### config.mk
export PLATFORM = sky130hd
export DESIGN_NAME = tws_slave
export DESIGN_NICKNAME = d
export VERILOG_FILES = /design/src/logic/tws_pkg.sv /design/src/logic/tws_slave.sv
export VERILOG_INCLUDE_DIRS = /design/src /design/src/logic
export SDC_FILE = /design/constraint.sdc
export NUM_CORES = 1
export LEC_CHECK = 0
export BUFFER_PORTS_ARGS = -buffer_cell sky130_fd_sc_hd__buf_4
export CORE_MARGIN = 4
export CORE_UTILIZATION = 45
export DETAILED_ROUTE_END_ITERATION = 12
export MAX_ROUTING_LAYER = met4
export PLACE_DENSITY = 0.7
export SETUP_SLACK_MARGIN = 0.05
export SLEW_MARGIN = 25
export SYNTH_ARGS = -nofsm -noshare
export SYNTH_HDL_FRONTEND = slang
export SYNTH_SLANG_ARGS = --single-unit
### constraint.sdc
create_clock -name clk_sys_in -period 5.77 [get_ports clk_sys_in]
set_input_delay 1.154 -clock clk_sys_in [delete_from_list [all_inputs] [get_ports clk_sys_in]]
set_output_delay 1.154 -clock clk_sys_in [all_outputs]
set_load 0.05 [all_outputs]
### src/logic/tws_regs.svh
// What this block does
// RULE1: Idle means both lines high; device never pulls data low while idle.
// RULE2: START is data falling while clock high; detected at any time.
// RULE3: STOP is data rising while clock high; device returns to idle.
// RULE4: First seven bits after START, MSB first, must match fixed address.
// RULE5: Eighth bit is direction: 0 write, 1 read.
// RULE6: Write is address, register index, one data byte, STOP; each acknowledged.
// RULE7: Read sets index by write, repeated START, address with read, one byte.
// RULE8: Receiver holds data low through ninth clock high; transmitter releases.
// RULE9: On address mismatch the device leaves data high at acknowledge.
// RULE10: Extra bytes after the one data byte get not-acknowledge.
// RULE11: Main control bit 7 enables output; clearing it keeps registers.
// RULE12: Main control bit 6 selects weak pull-up; exported as output.
// RULE13: Bit 5 enables pre-emphasis with height from register 2.
// RULE14: Bit 4 selects high pre-emphasis range; exported as output.
// RULE15: Bit 3 picks crossing adjust (1) or offset cancellation (0).
// RULE16: Bit 2 swaps output polarity.
// RULE17: Bit 1 enables input equalizer with boost from register 3.
// RULE18: Bit 0 picks digital amplitude register (1) or analog pin (0).
// RULE19: Register 1 holds the 8-bit amplitude code, 256 steps.
// RULE20: Register 2 low four bits set emphasis height; upper bits unused.
// RULE21: Register 3 holds inverse-sense equalizer code.
// RULE22: Registers 14 and 15 return monitor result high eight and low two bits.
// RULE23: Reset clears every register to zero.
// RULE24: Device is slave only; master supplies clock and START.
// RULE25: Software reads the two monitor halves with two transfers.
// RULE26: Unused registers and reserved bits ignore writes and read zero.
// RULE27: Writes to read-only result registers are acknowledged, no effect.
`ifndef TWS_REGS_SVH
`define TWS_REGS_SVH
`define TWS_DEV_ADDR      7'h08
`define TWS_REG_MAIN      4'h0
`define TWS_REG_AMP       4'h1
`define TWS_REG_EMPH      4'h2
`define TWS_REG_EQ        4'h3
`define TWS_REG_CROSS     4'h4
`define TWS_REG_ARANGE    4'h5
`define TWS_REG_LIMFOL    4'h6
`define TWS_REG_BACKTERM  4'h7
`define TWS_REG_MONSET    4'hd
`define TWS_REG_MON_HI    4'he
`define TWS_REG_MON_LO    4'hf
`define TWS_MASK_EMPH     8'h0f
`define TWS_MASK_ARANGE   8'heb
`define TWS_MASK_BACKTERM 8'hcf
`define TWS_MASK_MONSET   8'hc1
`define TWS_RESET_VAL     8'h00
`define TWS_BIT_CHIP_ON   7
`define TWS_BIT_WEAK_PU   6
`define TWS_BIT_EMPH_ON   5
`define TWS_BIT_EMPH_RNG  4
`define TWS_BIT_CROSS_ON  3
`define TWS_BIT_INVERT    2
`define TWS_BIT_EQ_ON     1
`define TWS_BIT_AMP_SRC   0
`endif

### src/logic/tws_pkg.sv
package tws_pkg;
  typedef enum logic [2:0] {
    TWS_IDLE, TWS_ADDR, TWS_ADDR_ACK, TWS_RX, TWS_RX_ACK, TWS_TX, TWS_TX_ACK
  } tws_state_e;
  typedef struct packed {
    logic       chip_on;
    logic       weak_pullup_sel;
    logic       emphasis_on;
    logic       emphasis_range;
    logic       crossing_adjust_on;
    logic       output_invert;
    logic       equalizer_on;
    logic       amplitude_source_sel;
    logic [7:0] amplitude_code;
    logic [3:0] emphasis_height;
    logic [7:0] equalizer_code;
    logic [7:0] crossing_adjust;
    logic [7:0] amplitude_range_settings;
    logic [7:0] limiter_follower_current;
    logic [7:0] back_termination_control;
    logic [7:0] monitor_settings;
  } tws_ctrl_s;
endpackage

### src/logic/tws_slave.sv
`timescale 1ns/1ps
`include "tws_regs.svh"
module tws_slave
  import tws_pkg::*;
(
  input  wire logic       clk_sys_in,
  input  wire logic       reset_n_in,
  input  wire logic       scl_in,
  input  wire logic       sda_in,
  output logic            sda_out,
  output logic            sda_oe_out,
  input  wire logic [9:0] monitor_result_bits_in,
  output tws_ctrl_s       ctrl_out,
  output logic            busy_out
);
  logic       scl_q;
  logic       sda_q;
  tws_state_e state_q;
  logic [2:0] bit_q;
  logic       addr_full_q;
  logic [7:0] shift_q;
  logic       rd_q;
  logic [1:0] byte_q;
  logic [3:0] index_q;
  logic       ack_q;
  logic       drive_q;
  logic [7:0] regs_q [0:15];
  logic       reg_we;
  logic [7:0] rd_data;
  logic [7:0] wmask;
  logic [7:0] shift_in;
  logic       scl_rise;
  logic       scl_fall;
  logic       start_seen;
  logic       stop_seen;
  logic       addr_hit;

  assign scl_rise   = scl_in & ~scl_q;
  assign scl_fall   = ~scl_in & scl_q;
  assign start_seen = scl_in & scl_q & sda_q & ~sda_in;  // RULE2
  assign stop_seen  = scl_in & scl_q & ~sda_q & sda_in;  // RULE3
  assign shift_in   = {shift_q[6:0], sda_in};
  assign addr_hit   = shift_q[7:1] == `TWS_DEV_ADDR;     // RULE4

  // Per-register writable bits; zero masks cover unused and read-only slots
  assign wmask =
    (index_q == `TWS_REG_EMPH)     ? `TWS_MASK_EMPH     :  // RULE20
    (index_q == `TWS_REG_ARANGE)   ? `TWS_MASK_ARANGE   :
    (index_q == `TWS_REG_BACKTERM) ? `TWS_MASK_BACKTERM :
    (index_q == `TWS_REG_MONSET)   ? `TWS_MASK_MONSET   :
    (index_q <= `TWS_REG_BACKTERM) ? 8'hff : 8'h00;        // RULE26 RULE27

  assign rd_data =
    (index_q == `TWS_REG_MON_HI) ? monitor_result_bits_in[9:2] :          // RULE22
    (index_q == `TWS_REG_MON_LO) ? {6'h00, monitor_result_bits_in[1:0]} :
    regs_q[index_q];

  assign reg_we = (state_q == TWS_RX) && scl_rise && (bit_q == 3'h7) && (byte_q == 2'h1);

  always_ff @(posedge clk_sys_in or negedge reset_n_in) begin
    if (!reset_n_in) begin
      scl_q <= 1'b1;
      sda_q <= 1'b1;
    end else begin
      scl_q <= scl_in;
      sda_q <= sda_in;
    end
  end

  // Register bank; masked bits never store, so they read back zero except in result slots 14 and 15, which read the monitor
  genvar gi;
  generate
    for (gi = 0; gi < 16; gi++) begin : g_reg
      always_ff @(posedge clk_sys_in or negedge reset_n_in) begin
        if (!reset_n_in) begin
          regs_q[gi] <= `TWS_RESET_VAL;  // RULE23
        end else if (reg_we && index_q == 4'(gi)) begin
          regs_q[gi] <= shift_in & wmask;  // RULE6 RULE26 RULE27
        end
      end

      // A slot moves only on its own write strobe
      a_reg_hold: assert property (@(posedge clk_sys_in) disable iff (!reset_n_in)  // RULE6
        !(reg_we && index_q == 4'(gi)) |=> $stable(regs_q[gi]))
        else $error("register changed without write");
    end
  endgenerate

  // Protocol engine; the bus clock is always the master's (slave only)
  always_ff @(posedge clk_sys_in or negedge reset_n_in) begin  // RULE24
    if (!reset_n_in) begin
      state_q <= TWS_IDLE;
      bit_q   <= 3'h0;
      addr_full_q <= 1'b0;
      shift_q <= 8'h00;
      rd_q    <= 1'b0;
      byte_q  <= 2'h0;
      index_q <= 4'h0;
      ack_q   <= 1'b0;
      drive_q <= 1'b0;
    end else if (start_seen) begin
      state_q <= TWS_ADDR;  // RULE2
      bit_q   <= 3'h0;
      addr_full_q <= 1'b0;
      drive_q <= 1'b0;
    end else if (stop_seen) begin
      state_q <= TWS_IDLE;  // RULE3
      drive_q <= 1'b0;
    end else begin
      unique case (state_q)
        TWS_IDLE: drive_q <= 1'b0;  // RULE1
        TWS_ADDR: begin
          if (scl_rise) begin
            shift_q <= shift_in;
            bit_q   <= bit_q + 3'h1;
            if (bit_q == 3'h7) begin
              addr_full_q <= 1'b1;
            end
          end
          // The clock fall that closes START itself must not end the byte
          if (scl_fall && addr_full_q) begin
            addr_full_q <= 1'b0;
            state_q <= TWS_ADDR_ACK;
            rd_q    <= shift_q[0];  // RULE5
            ack_q   <= addr_hit;
            drive_q <= addr_hit;    // RULE8 RULE9
          end
        end
        TWS_ADDR_ACK: begin
          if (scl_fall) begin
            drive_q <= 1'b0;
            bit_q   <= 3'h0;
            byte_q  <= 2'h0;
            if (!ack_q) begin
              state_q <= TWS_IDLE;  // RULE9
            end else if (rd_q) begin
              state_q <= TWS_TX;  // RULE7
              shift_q <= rd_data;
              drive_q <= ~rd_data[7];
            end else begin
              state_q <= TWS_RX;
            end
          end
        end
        TWS_RX: begin
          if (scl_rise) begin
            shift_q <= shift_in;
            bit_q   <= bit_q + 3'h1;
            if (bit_q == 3'h7 && byte_q == 2'h0) begin
              index_q <= shift_in[3:0];
            end
          end
          if (scl_fall && bit_q == 3'h0 && byte_q != 2'h3) begin
            state_q <= TWS_RX_ACK;
            drive_q <= (byte_q != 2'h2);  // RULE10
          end
        end
        TWS_RX_ACK: begin
          if (scl_fall) begin
            drive_q <= 1'b0;
            state_q <= TWS_RX;
            byte_q  <= (byte_q == 2'h0) ? 2'h1 : 2'h2;
          end
        end
        TWS_TX: begin
          if (scl_fall) begin
            bit_q <= bit_q + 3'h1;
            if (bit_q == 3'h7) begin
              state_q <= TWS_TX_ACK;
              drive_q <= 1'b0;  // RULE8
            end else begin
              shift_q <= {shift_q[6:0], 1'b0};
              drive_q <= ~shift_q[6];
            end
          end
        end
        TWS_TX_ACK: begin
          // One byte per read; master's answer ends our part either way
          if (scl_fall) begin
            state_q <= TWS_IDLE;  // RULE7
          end
        end
      endcase
    end
  end

  // Open drain: only ever pull low
  assign sda_out    = 1'b0;
  assign sda_oe_out = drive_q;
  assign busy_out   = state_q != TWS_IDLE;

  // Control fields straight from the bank (RULE11..RULE21)
  always_comb begin
    ctrl_out.chip_on                  = regs_q[0][`TWS_BIT_CHIP_ON];     // RULE11
    ctrl_out.weak_pullup_sel          = regs_q[0][`TWS_BIT_WEAK_PU];     // RULE12
    ctrl_out.emphasis_on              = regs_q[0][`TWS_BIT_EMPH_ON];     // RULE13
    ctrl_out.emphasis_range           = regs_q[0][`TWS_BIT_EMPH_RNG];    // RULE14
    ctrl_out.crossing_adjust_on       = regs_q[0][`TWS_BIT_CROSS_ON];    // RULE15
    ctrl_out.output_invert            = regs_q[0][`TWS_BIT_INVERT];      // RULE16
    ctrl_out.equalizer_on             = regs_q[0][`TWS_BIT_EQ_ON];       // RULE17
    ctrl_out.amplitude_source_sel     = regs_q[0][`TWS_BIT_AMP_SRC];     // RULE18
    ctrl_out.amplitude_code           = regs_q[1];                       // RULE19
    ctrl_out.emphasis_height          = regs_q[2][3:0];                  // RULE20
    ctrl_out.equalizer_code           = regs_q[3];                       // RULE21
    ctrl_out.crossing_adjust          = regs_q[4];
    ctrl_out.amplitude_range_settings = regs_q[5];
    ctrl_out.limiter_follower_current = regs_q[6];
    ctrl_out.back_termination_control = regs_q[7];
    ctrl_out.monitor_settings         = regs_q[13];
  end

  a_idle_release: assert property (@(posedge clk_sys_in) disable iff (!reset_n_in)
    state_q == TWS_IDLE |=> !sda_oe_out) else $error("data driven while idle");  // RULE1
  a_start_addr: assert property (@(posedge clk_sys_in) disable iff (!reset_n_in)
    start_seen |=> state_q == TWS_ADDR) else $error("start missed");  // RULE2
  a_stop_idle: assert property (@(posedge clk_sys_in) disable iff (!reset_n_in)
    stop_seen && !start_seen |=> state_q == TWS_IDLE) else $error("stop missed");  // RULE3
  a_addr_match: assert property (@(posedge clk_sys_in) disable iff (!reset_n_in)
    state_q == TWS_ADDR_ACK && $changed(state_q) |-> sda_oe_out == (shift_q[7:1] == 7'h08))
    else $error("address ack wrong");  // RULE4
  a_miss_release: assert property (@(posedge clk_sys_in) disable iff (!reset_n_in)
    state_q == TWS_ADDR_ACK && !ack_q |-> !sda_oe_out) else $error("ack on mismatch");  // RULE9
  a_tx_release: assert property (@(posedge clk_sys_in) disable iff (!reset_n_in)
    state_q == TWS_TX_ACK |-> !sda_oe_out) else $error("tx held ack slot");  // RULE8
  a_extra_nack: assert property (@(posedge clk_sys_in) disable iff (!reset_n_in)
    state_q == TWS_RX_ACK && byte_q == 2'h2 |-> !sda_oe_out) else $error("extra byte acked");  // RULE10
  a_ro_stable: assert property (@(posedge clk_sys_in) disable iff (!reset_n_in)
    ##1 $stable(regs_q[14]) && regs_q[8] == 8'h00) else $error("ro or unused changed");  // RULE26 RULE27
  a_emph_upper: assert property (@(posedge clk_sys_in) disable iff (!reset_n_in)
    regs_q[2][7:4] == 4'h0) else $error("reserved emphasis bits set");  // RULE20
  c_write: cover property (@(posedge clk_sys_in) disable iff (!reset_n_in) reg_we);
  c_read: cover property (@(posedge clk_sys_in) disable iff (!reset_n_in) state_q == TWS_TX);
  c_miss: cover property (@(posedge clk_sys_in) disable iff (!reset_n_in)
    state_q == TWS_ADDR_ACK && !ack_q);
  c_extra: cover property (@(posedge clk_sys_in) disable iff (!reset_n_in)
    state_q == TWS_RX_ACK && byte_q == 2'h2);
  c_restart: cover property (@(posedge clk_sys_in) disable iff (!reset_n_in)
    start_seen && busy_out);

  // Assertion helpers only; nothing here feeds the bus engine
  logic       wrote_q;
  logic       tx_first_q;
  logic [9:0] mon_q;

  always_ff @(posedge clk_sys_in or negedge reset_n_in) begin
    if (!reset_n_in) begin
      wrote_q <= 1'b0;
    end else if (start_seen || stop_seen) begin
      wrote_q <= 1'b0;
    end else if (reg_we) begin
      wrote_q <= 1'b1;
    end
  end

  // Snapshot of the live result at the edge that loads the read byte
  always_ff @(posedge clk_sys_in or negedge reset_n_in) begin
    if (!reset_n_in) begin
      tx_first_q <= 1'b0;
      mon_q      <= 10'h000;
    end else begin
      tx_first_q <= (state_q == TWS_ADDR_ACK) && scl_fall && ack_q && rd_q
                    && !start_seen && !stop_seen;
      mon_q      <= monitor_result_bits_in;
    end
  end

  // Ack must stand through the whole high phase of the ninth pulse
  property p_ack_holds;
    @(posedge clk_sys_in) disable iff (!reset_n_in)
      (state_q == TWS_RX_ACK || state_q == TWS_ADDR_ACK) && sda_oe_out && scl_in && scl_q
      |=> sda_oe_out;
  endproperty
  a_ack_holds: assert property (p_ack_holds)  // RULE8
    else $error("ack dropped in high phase");

  // Read data may only move after a clock fall
  property p_tx_steady;
    @(posedge clk_sys_in) disable iff (!reset_n_in)
      state_q == TWS_TX && !scl_fall && !start_seen && !stop_seen |=> $stable(sda_oe_out);
  endproperty
  a_tx_steady: assert property (p_tx_steady)  // RULE8
    else $error("read bit moved in clock high");

  // Address byte needs all eight rises before its ack slot
  property p_addr_eight;
    @(posedge clk_sys_in) disable iff (!reset_n_in)
      state_q == TWS_ADDR && scl_fall && !addr_full_q |=> state_q != TWS_ADDR_ACK;
  endproperty
  a_addr_eight: assert property (p_addr_eight)  // RULE4
    else $error("address byte cut short");

  property p_start_release;
    @(posedge clk_sys_in) disable iff (!reset_n_in)
      start_seen |=> !sda_oe_out && bit_q == 3'h0;
  endproperty
  a_start_release: assert property (p_start_release)  // RULE2
    else $error("start did not restart");

  property p_stop_release;
    @(posedge clk_sys_in) disable iff (!reset_n_in)
      stop_seen |=> !sda_oe_out;
  endproperty
  a_stop_release: assert property (p_stop_release)  // RULE3
    else $error("data held after stop");

  property p_idle_quiet;
    @(posedge clk_sys_in) disable iff (!reset_n_in)
      !busy_out |-> !sda_oe_out;
  endproperty
  a_idle_quiet: assert property (p_idle_quiet)  // RULE1
    else $error("idle bus pulled low");

  // Only one data byte lands per transfer
  property p_one_write;
    @(posedge clk_sys_in) disable iff (!reset_n_in)
      wrote_q |-> !reg_we;
  endproperty
  a_one_write: assert property (p_one_write)  // RULE10
    else $error("second write in one transfer");

  property p_no_stray;
    @(posedge clk_sys_in) disable iff (!reset_n_in)
      !reg_we |=> $stable(ctrl_out);
  endproperty
  a_no_stray: assert property (p_no_stray)  // RULE6
    else $error("control moved without write");

  // Turning the chip off must not disturb other settings
  property p_off_keeps;
    @(posedge clk_sys_in) disable iff (!reset_n_in)
      $fell(ctrl_out.chip_on) |-> $stable(ctrl_out.amplitude_code)
      && $stable(ctrl_out.equalizer_code);
  endproperty
  a_off_keeps: assert property (p_off_keeps)  // RULE11
    else $error("disable cleared settings");

  property p_one_read;
    @(posedge clk_sys_in) disable iff (!reset_n_in)
      state_q == TWS_TX_ACK |=> state_q != TWS_TX;
  endproperty
  a_one_read: assert property (p_one_read)  // RULE7
    else $error("second read byte sent");

  property p_rx_aligned;
    @(posedge clk_sys_in) disable iff (!reset_n_in)
      state_q == TWS_RX_ACK |-> bit_q == 3'h0;
  endproperty
  a_rx_aligned: assert property (p_rx_aligned)  // RULE6
    else $error("ack slot off byte boundary");

  property p_unused_zero;
    @(posedge clk_sys_in) disable iff (!reset_n_in)
      regs_q[9] == 8'h00 && regs_q[12] == 8'h00 && regs_q[15] == 8'h00
      && (regs_q[5] & ~`TWS_MASK_ARANGE) == 8'h00;
  endproperty
  a_unused_zero: assert property (p_unused_zero)  // RULE26
    else $error("unused bits stored");

  // Result registers read the converter, never the bank
  property p_mon_high;
    @(posedge clk_sys_in) disable iff (!reset_n_in)
      tx_first_q && index_q == `TWS_REG_MON_HI |-> shift_q == mon_q[9:2];
  endproperty
  a_mon_high: assert property (p_mon_high)  // RULE22
    else $error("result high byte wrong");

  property p_mon_low;
    @(posedge clk_sys_in) disable iff (!reset_n_in)
      tx_first_q && index_q == `TWS_REG_MON_LO |-> shift_q == {6'h00, mon_q[1:0]};
  endproperty
  a_mon_low: assert property (p_mon_low)  // RULE22
    else $error("result low bits wrong");
endmodule  // tws_slave

==> metrics, run 1 <==
GRT Residual Overflow 0; PD cells 338 nW/um^2; CTS Buf Count 17; fin cells 883; TritonRoute pass-1 iters 5; later-pin clock latency in the skew report 0.42 ns; Layout Skew 0.00906 ns; clk sinks 141; Final Wtd Congestion 0.890; CP Data Required Time 6.10 ns; layout cells sized above 1 27.1%; synth warn 0; Layout Nets 676; Seq/Total Area, Yosys 49.1%; Post-DRT Antenna Nets 0; Static Leak 3.73 nW; final wirelength 17,500 um; Startpoint Class flip-flop; Cells after Synth 655; post-synth net total 672; Synth top area share 48.4%; core area 15,400 sq um; placed cell count 851; Pins Over Slew Limit 0; row count 45; dominant cells by area after synthesis dfrtp_1 (48%), buf_4 (7.4%), mux4_2 (7.2%); fin crit share 50.6%; postcts setup bufs 0; top fanout value on the critical path 25; CTS clk-pin slew, worst paths 0.06 ns; Vias 4,942; status finished clean; CTS Hold Bufs 0; vias in the first global route 5,101; Layout fillers 1,377; Top FF cell, synth dfrtp_1; Setup violations, final 0; Unique masters post-synth 60; Total GRT Usage 21.3%; RSZ-0062 raised after global routing no; Async S/R FF share, synth 100%; commonest non-fill, non-tap cell in the layout dfrtp_1; HP Class reg2reg; placed wire-length estimate 12,400 um; Worst EP arrival 3.25 ns; first-pass GRT wire length 28,800 um; Post-synth EDFFs 0; Final Hold Fails 0; # diodes 0; critical path endpoint category flip-flop; DRC 0; Mean Syn Cell Area 11.0 sq um; Worst Tran Pin Value 0.895 ns; DRT iter0 DRCs 359; top-level I/O count 85; peak supply drop 209 uV; Cell Area, Synth 7190 sq um; Rel. slew slack 40.4%; TritonCTS clock tree yes; Post-CTS Resized 0; per-cell routed wire length 19.8 um; Fmax 0.343 GHz; Clock Tree Buf Depth 2; Die H 134 um; vias per cell 5.60; #FFs+latches synth 141; P&R area growth vs syn 11.3%; antenna violations before repair 0; largest net degree at the start of global routing 100; minimum clock period 2.92 ns; Die X 134 um; initial core utilization 46.6%; Fin Setup TNS 0 ns; max_cap viols 0; htree depth 4; most frequent cells in the layout dfrtp_1 (138), buf_4 (85), nand2_1 (63); Crit Path Class reg2reg; Clock Tree Root clkbuf_16; Port Buf Inserts 83; Synth area leader dfrtp_1; die area 18,100 sq um
[power by group]
| part | internal [mW] | switching, mW |
|---|---|---|
| Clock | 0.639 | 0.425 |
| Sequential | 1.05 | 0.126 |
| Combinational | 0.176 | 0.289 |
| Total | 1.86 | 0.840 |
[through the flow]
step	area (sq um)	utilization, %	setup WS [ns]	total power [mW]	hold slack, ns
2_1_floorplan	7190	-	3.23	1.49	0.445
3_5_place_dp	7430	48.1	2.75	1.65	0.466
3_3_place_gp	7430	48.1	2.82	1.64	0.463
6_report	8000	51.9	2.85	2.70	0.478
5_1_grt	8000	51.9	2.66	2.84	0.491
4_1_cts	8000	51.9	2.87	2.72	0.485
[worst max-delay path: stages, from the launching register on]
cell and delay (ns):
dfrtp_1 0.84, buf_4 0.46, mux4_2 0.55, a22oi_1 0.28, nand3_1 0.13, or3_1 0.32
a211oi_1 0.23
[Yosys cell counts, drive strengths merged (3+ instances only)]
cell,n
dfrtp,139
buf,86
nand2,63
o21ai,52
nor2b,41
mux2,32
nor2,30
and2,29
mux4,24
clkbuf,15
a21oi,14
inv,13
nand2b,12
mux2i,9
a21o,8
a22oi,8
a22o,7
a311oi,7
nand3,7
a31oi,6
nor4,6
nor3,5
or3,4
ha,3
[registers in the layout, summed over array words and instances, names as in the netlist]
signal       cells
ctrl_out        68
bit_q            3
state_q          3
index_q          4
shift_q          8
scl_q            1
ack_q            1
addr_full_q      1
sda_q            1
sda_oe_out       1
regs_q          47
rd_q             1
byte_q           2
[cell families after synthesis]
logic type               count (synthesis)  synth area share, %
AO/OA/AOI/OAI                          119                 10.6
XOR/XNOR                                 1                0.122
adder cells (fa/ha/maj)                  3                0.522
buffers and inverters                  114                 10.1
flip-flops                             141                 49.1
multiplexers                            65                 13.8
other                                    1               0.0522
AND/OR/NAND/NOR                        211                 15.7
[layout make-up]
cell class	instances	area (sq um)	share of cell area, %
clock buffers	20	437	5.46
clock inverters	12	139	1.74
inverters	13	48.8	0.610
multi-input cells	400	2930	36.6
flip-flops and latches	141	3530	44.1
well taps	211	264	3.30
repair buffers	86	649	8.12
[worst paths after layout]
path,start,to,slack (ns),cells past startpoint
worst max-delay path,index_q[1],sda_oe_out,2.85,6
worst min-delay path,regs_q[110],regs_q[110],0.48,1
worst max register to register,index_q[1],sda_oe_out,2.85,6
worst min register to register,regs_q[110],regs_q[110],0.48,1
max in group asynchronous,reset_n_in,index_q[0],3.80,2
min in group asynchronous,reset_n_in,ctrl_out[28],0.84,1
[metal layers]
layer  GRT usage, %  wire length, um  up-vias
li1               -                -     2236
met5              -                0        -
met1           27.9             7480     2499
met2           32.5             8480      177
met4           7.69              450        0
met3           4.95             1090       30
Note: power is estimated with default switching activity, not from simulation.
==> run 2, diff against run 1 <==
==> constraint.sdc (replaced) <==
create_clock -name clk_sys_in -period 2.95 [get_ports clk_sys_in]
set_input_delay 0.59 -clock clk_sys_in [delete_from_list [all_inputs] [get_ports clk_sys_in]]
set_output_delay 0.59 -clock clk_sys_in [all_outputs]
set_load 0.05 [all_outputs]
==> run 2 against run 1 <==
Compared with the run above:
- sequential power grew 90%
- via count grew 1.8%
- clock power is 110% higher
- worst setup slack worse by 2.4 ns
- first-iteration DRC count increased by 3.3%
- sequential share of layout area down 0.79 points
- clock skew down 0.00068 ns
- fmax rose by 15%
- global-route usage grew 0.43 points
- total power is 100% higher
- combinational power rose by 120%
- critical endpoint is now ctrl_out[30]
- largest cell class unchanged
==> metrics, run 2 (synthesized netlist as in run 1, its figures left out) <==
most frequent cells in the layout dfrtp_1 (138), buf_4 (95), nand2_1 (63); max FFs per register 68; CTS Hold Bufs 0; Crit Path Class reg2reg; HP Class in2async; Port Buf Inserts 83; Layout Skew 0.00838 ns; minimum clock period 2.55 ns; Worst EP arrival 2.84 ns; Total GRT Usage 21.7%; Setup violations, final 0; Post-Layout Inst Area 8150 sq um; Rel. slew slack 47.5%; postcts setup bufs 0; Static Leak 3.82 nW; P&R area growth vs syn 13.3%; fin crit share 86.4%; RSZ-0062 raised after global routing no; per-cell routed wire length 20.5 um; Final Hold Fails 0; top-level I/O count 85; placed wire-length estimate 13,100 um; TritonRoute pass-1 iters 5; first-pass GRT wire length 29,600 um; # diodes 0; Die X 134 um; die area 18,100 sq um; largest net degree at the start of global routing 75; antenna violations before repair 0; row count 45; DRT iter0 DRCs 371; critical path endpoint category flip-flop; TritonCTS clock tree yes; max_cap viols 0; post-layout util 52.8%; Pins Over Slew Limit 0; CTS Buf Count 17; Die H 134 um; CP Data Required Time 3.25 ns; clk sinks 141; top fanout value on the critical path 18; Final Wtd Congestion 0.903; core area 15,400 sq um; CTS clk-pin slew, worst paths 0.06 ns; peak supply drop 449 uV; initial core utilization 46.6%; later-pin clock latency in the skew report 0.41 ns; final wirelength 18,400 um; Fmax 0.392 GHz; Post-DRT Antenna Nets 0; Post-CTS Resized 0; commonest non-fill, non-tap cell in the layout dfrtp_1; GRT Residual Overflow 0; Clock Tree Buf Depth 2; PD cells 678 nW/um^2; Layout Nets 687; htree depth 4; Clock Tree Root clkbuf_16; DRC 0; vias in the first global route 5,128; Worst Tran Pin Value 0.787 ns; Startpoint Class flip-flop; status finished clean; Fin Setup TNS 0 ns; vias per cell 5.63; total chip power 5.52 mW; layout cells sized above 1 28.6%; placed inst area 7520 sq um; Vias 5,032
[run 2: area by class of cell]
class | instances | area [sq um]
inverter | 13 | 48.8
fill | 1384 | 7280
timing repair buffer | 97 | 744
tap | 211 | 264
multi-input combinational | 400 | 2930
clock buffer | 21 | 470
clock inverter | 11 | 156
sequential | 141 | 3530
[run 2: final timing paths]
check                      depth (start not counted)            to        from  slack (ns)
hold reg to reg                                    1    regs_q[48]  regs_q[48]        0.48
setup reg to reg                                   4  ctrl_out[30]  index_q[2]        0.40
min in group clk_sys_in                            1         scl_q      scl_in        0.33
setup / recovery                                   4  ctrl_out[30]  index_q[2]        0.40
hold / removal                                     1  ctrl_out[38]  reset_n_in        0.09
max in group asynchronous                          2    regs_q[57]  reset_n_in        2.12
[run 2: through the flow]
step	instances	setup slack, ns	hold WS [ns]
floorplan	655	0.978	0.294
global placement	862	0.413	0.463
detailed placement	862	0.445	0.466
CTS	894	0.448	0.108
global route	894	0.244	0.124
finish	894	0.402	0.0920
[run 2: layer usage]
metal | vias to the layer above | part of all wire, % | GRT usage (%)
li1 | 2266 | - | -
met1 | 2556 | 44 | 28.7
met2 | 176 | 49 | 33.6
met3 | 34 | 4.7 | 4.39
met4 | 0 | 2.9 | 7.35
met5 | - | 0 | -
[run 2: worst max-delay path, cell delays in order, from the launching register on]
cell     delay [ns]
dfrtp_1        0.71
nor2b_1        0.64
nand2_1        0.20
nor2_2         0.49
mux2_2         0.39
[run 2: power by group]
group,total (mW),switching [mW],internal (mW)
Sequential,2.24,0.188,2.05
Clock,2.25,0.837,1.41
Combinational,1.03,0.663,0.371
Total,5.52,1.69,3.83
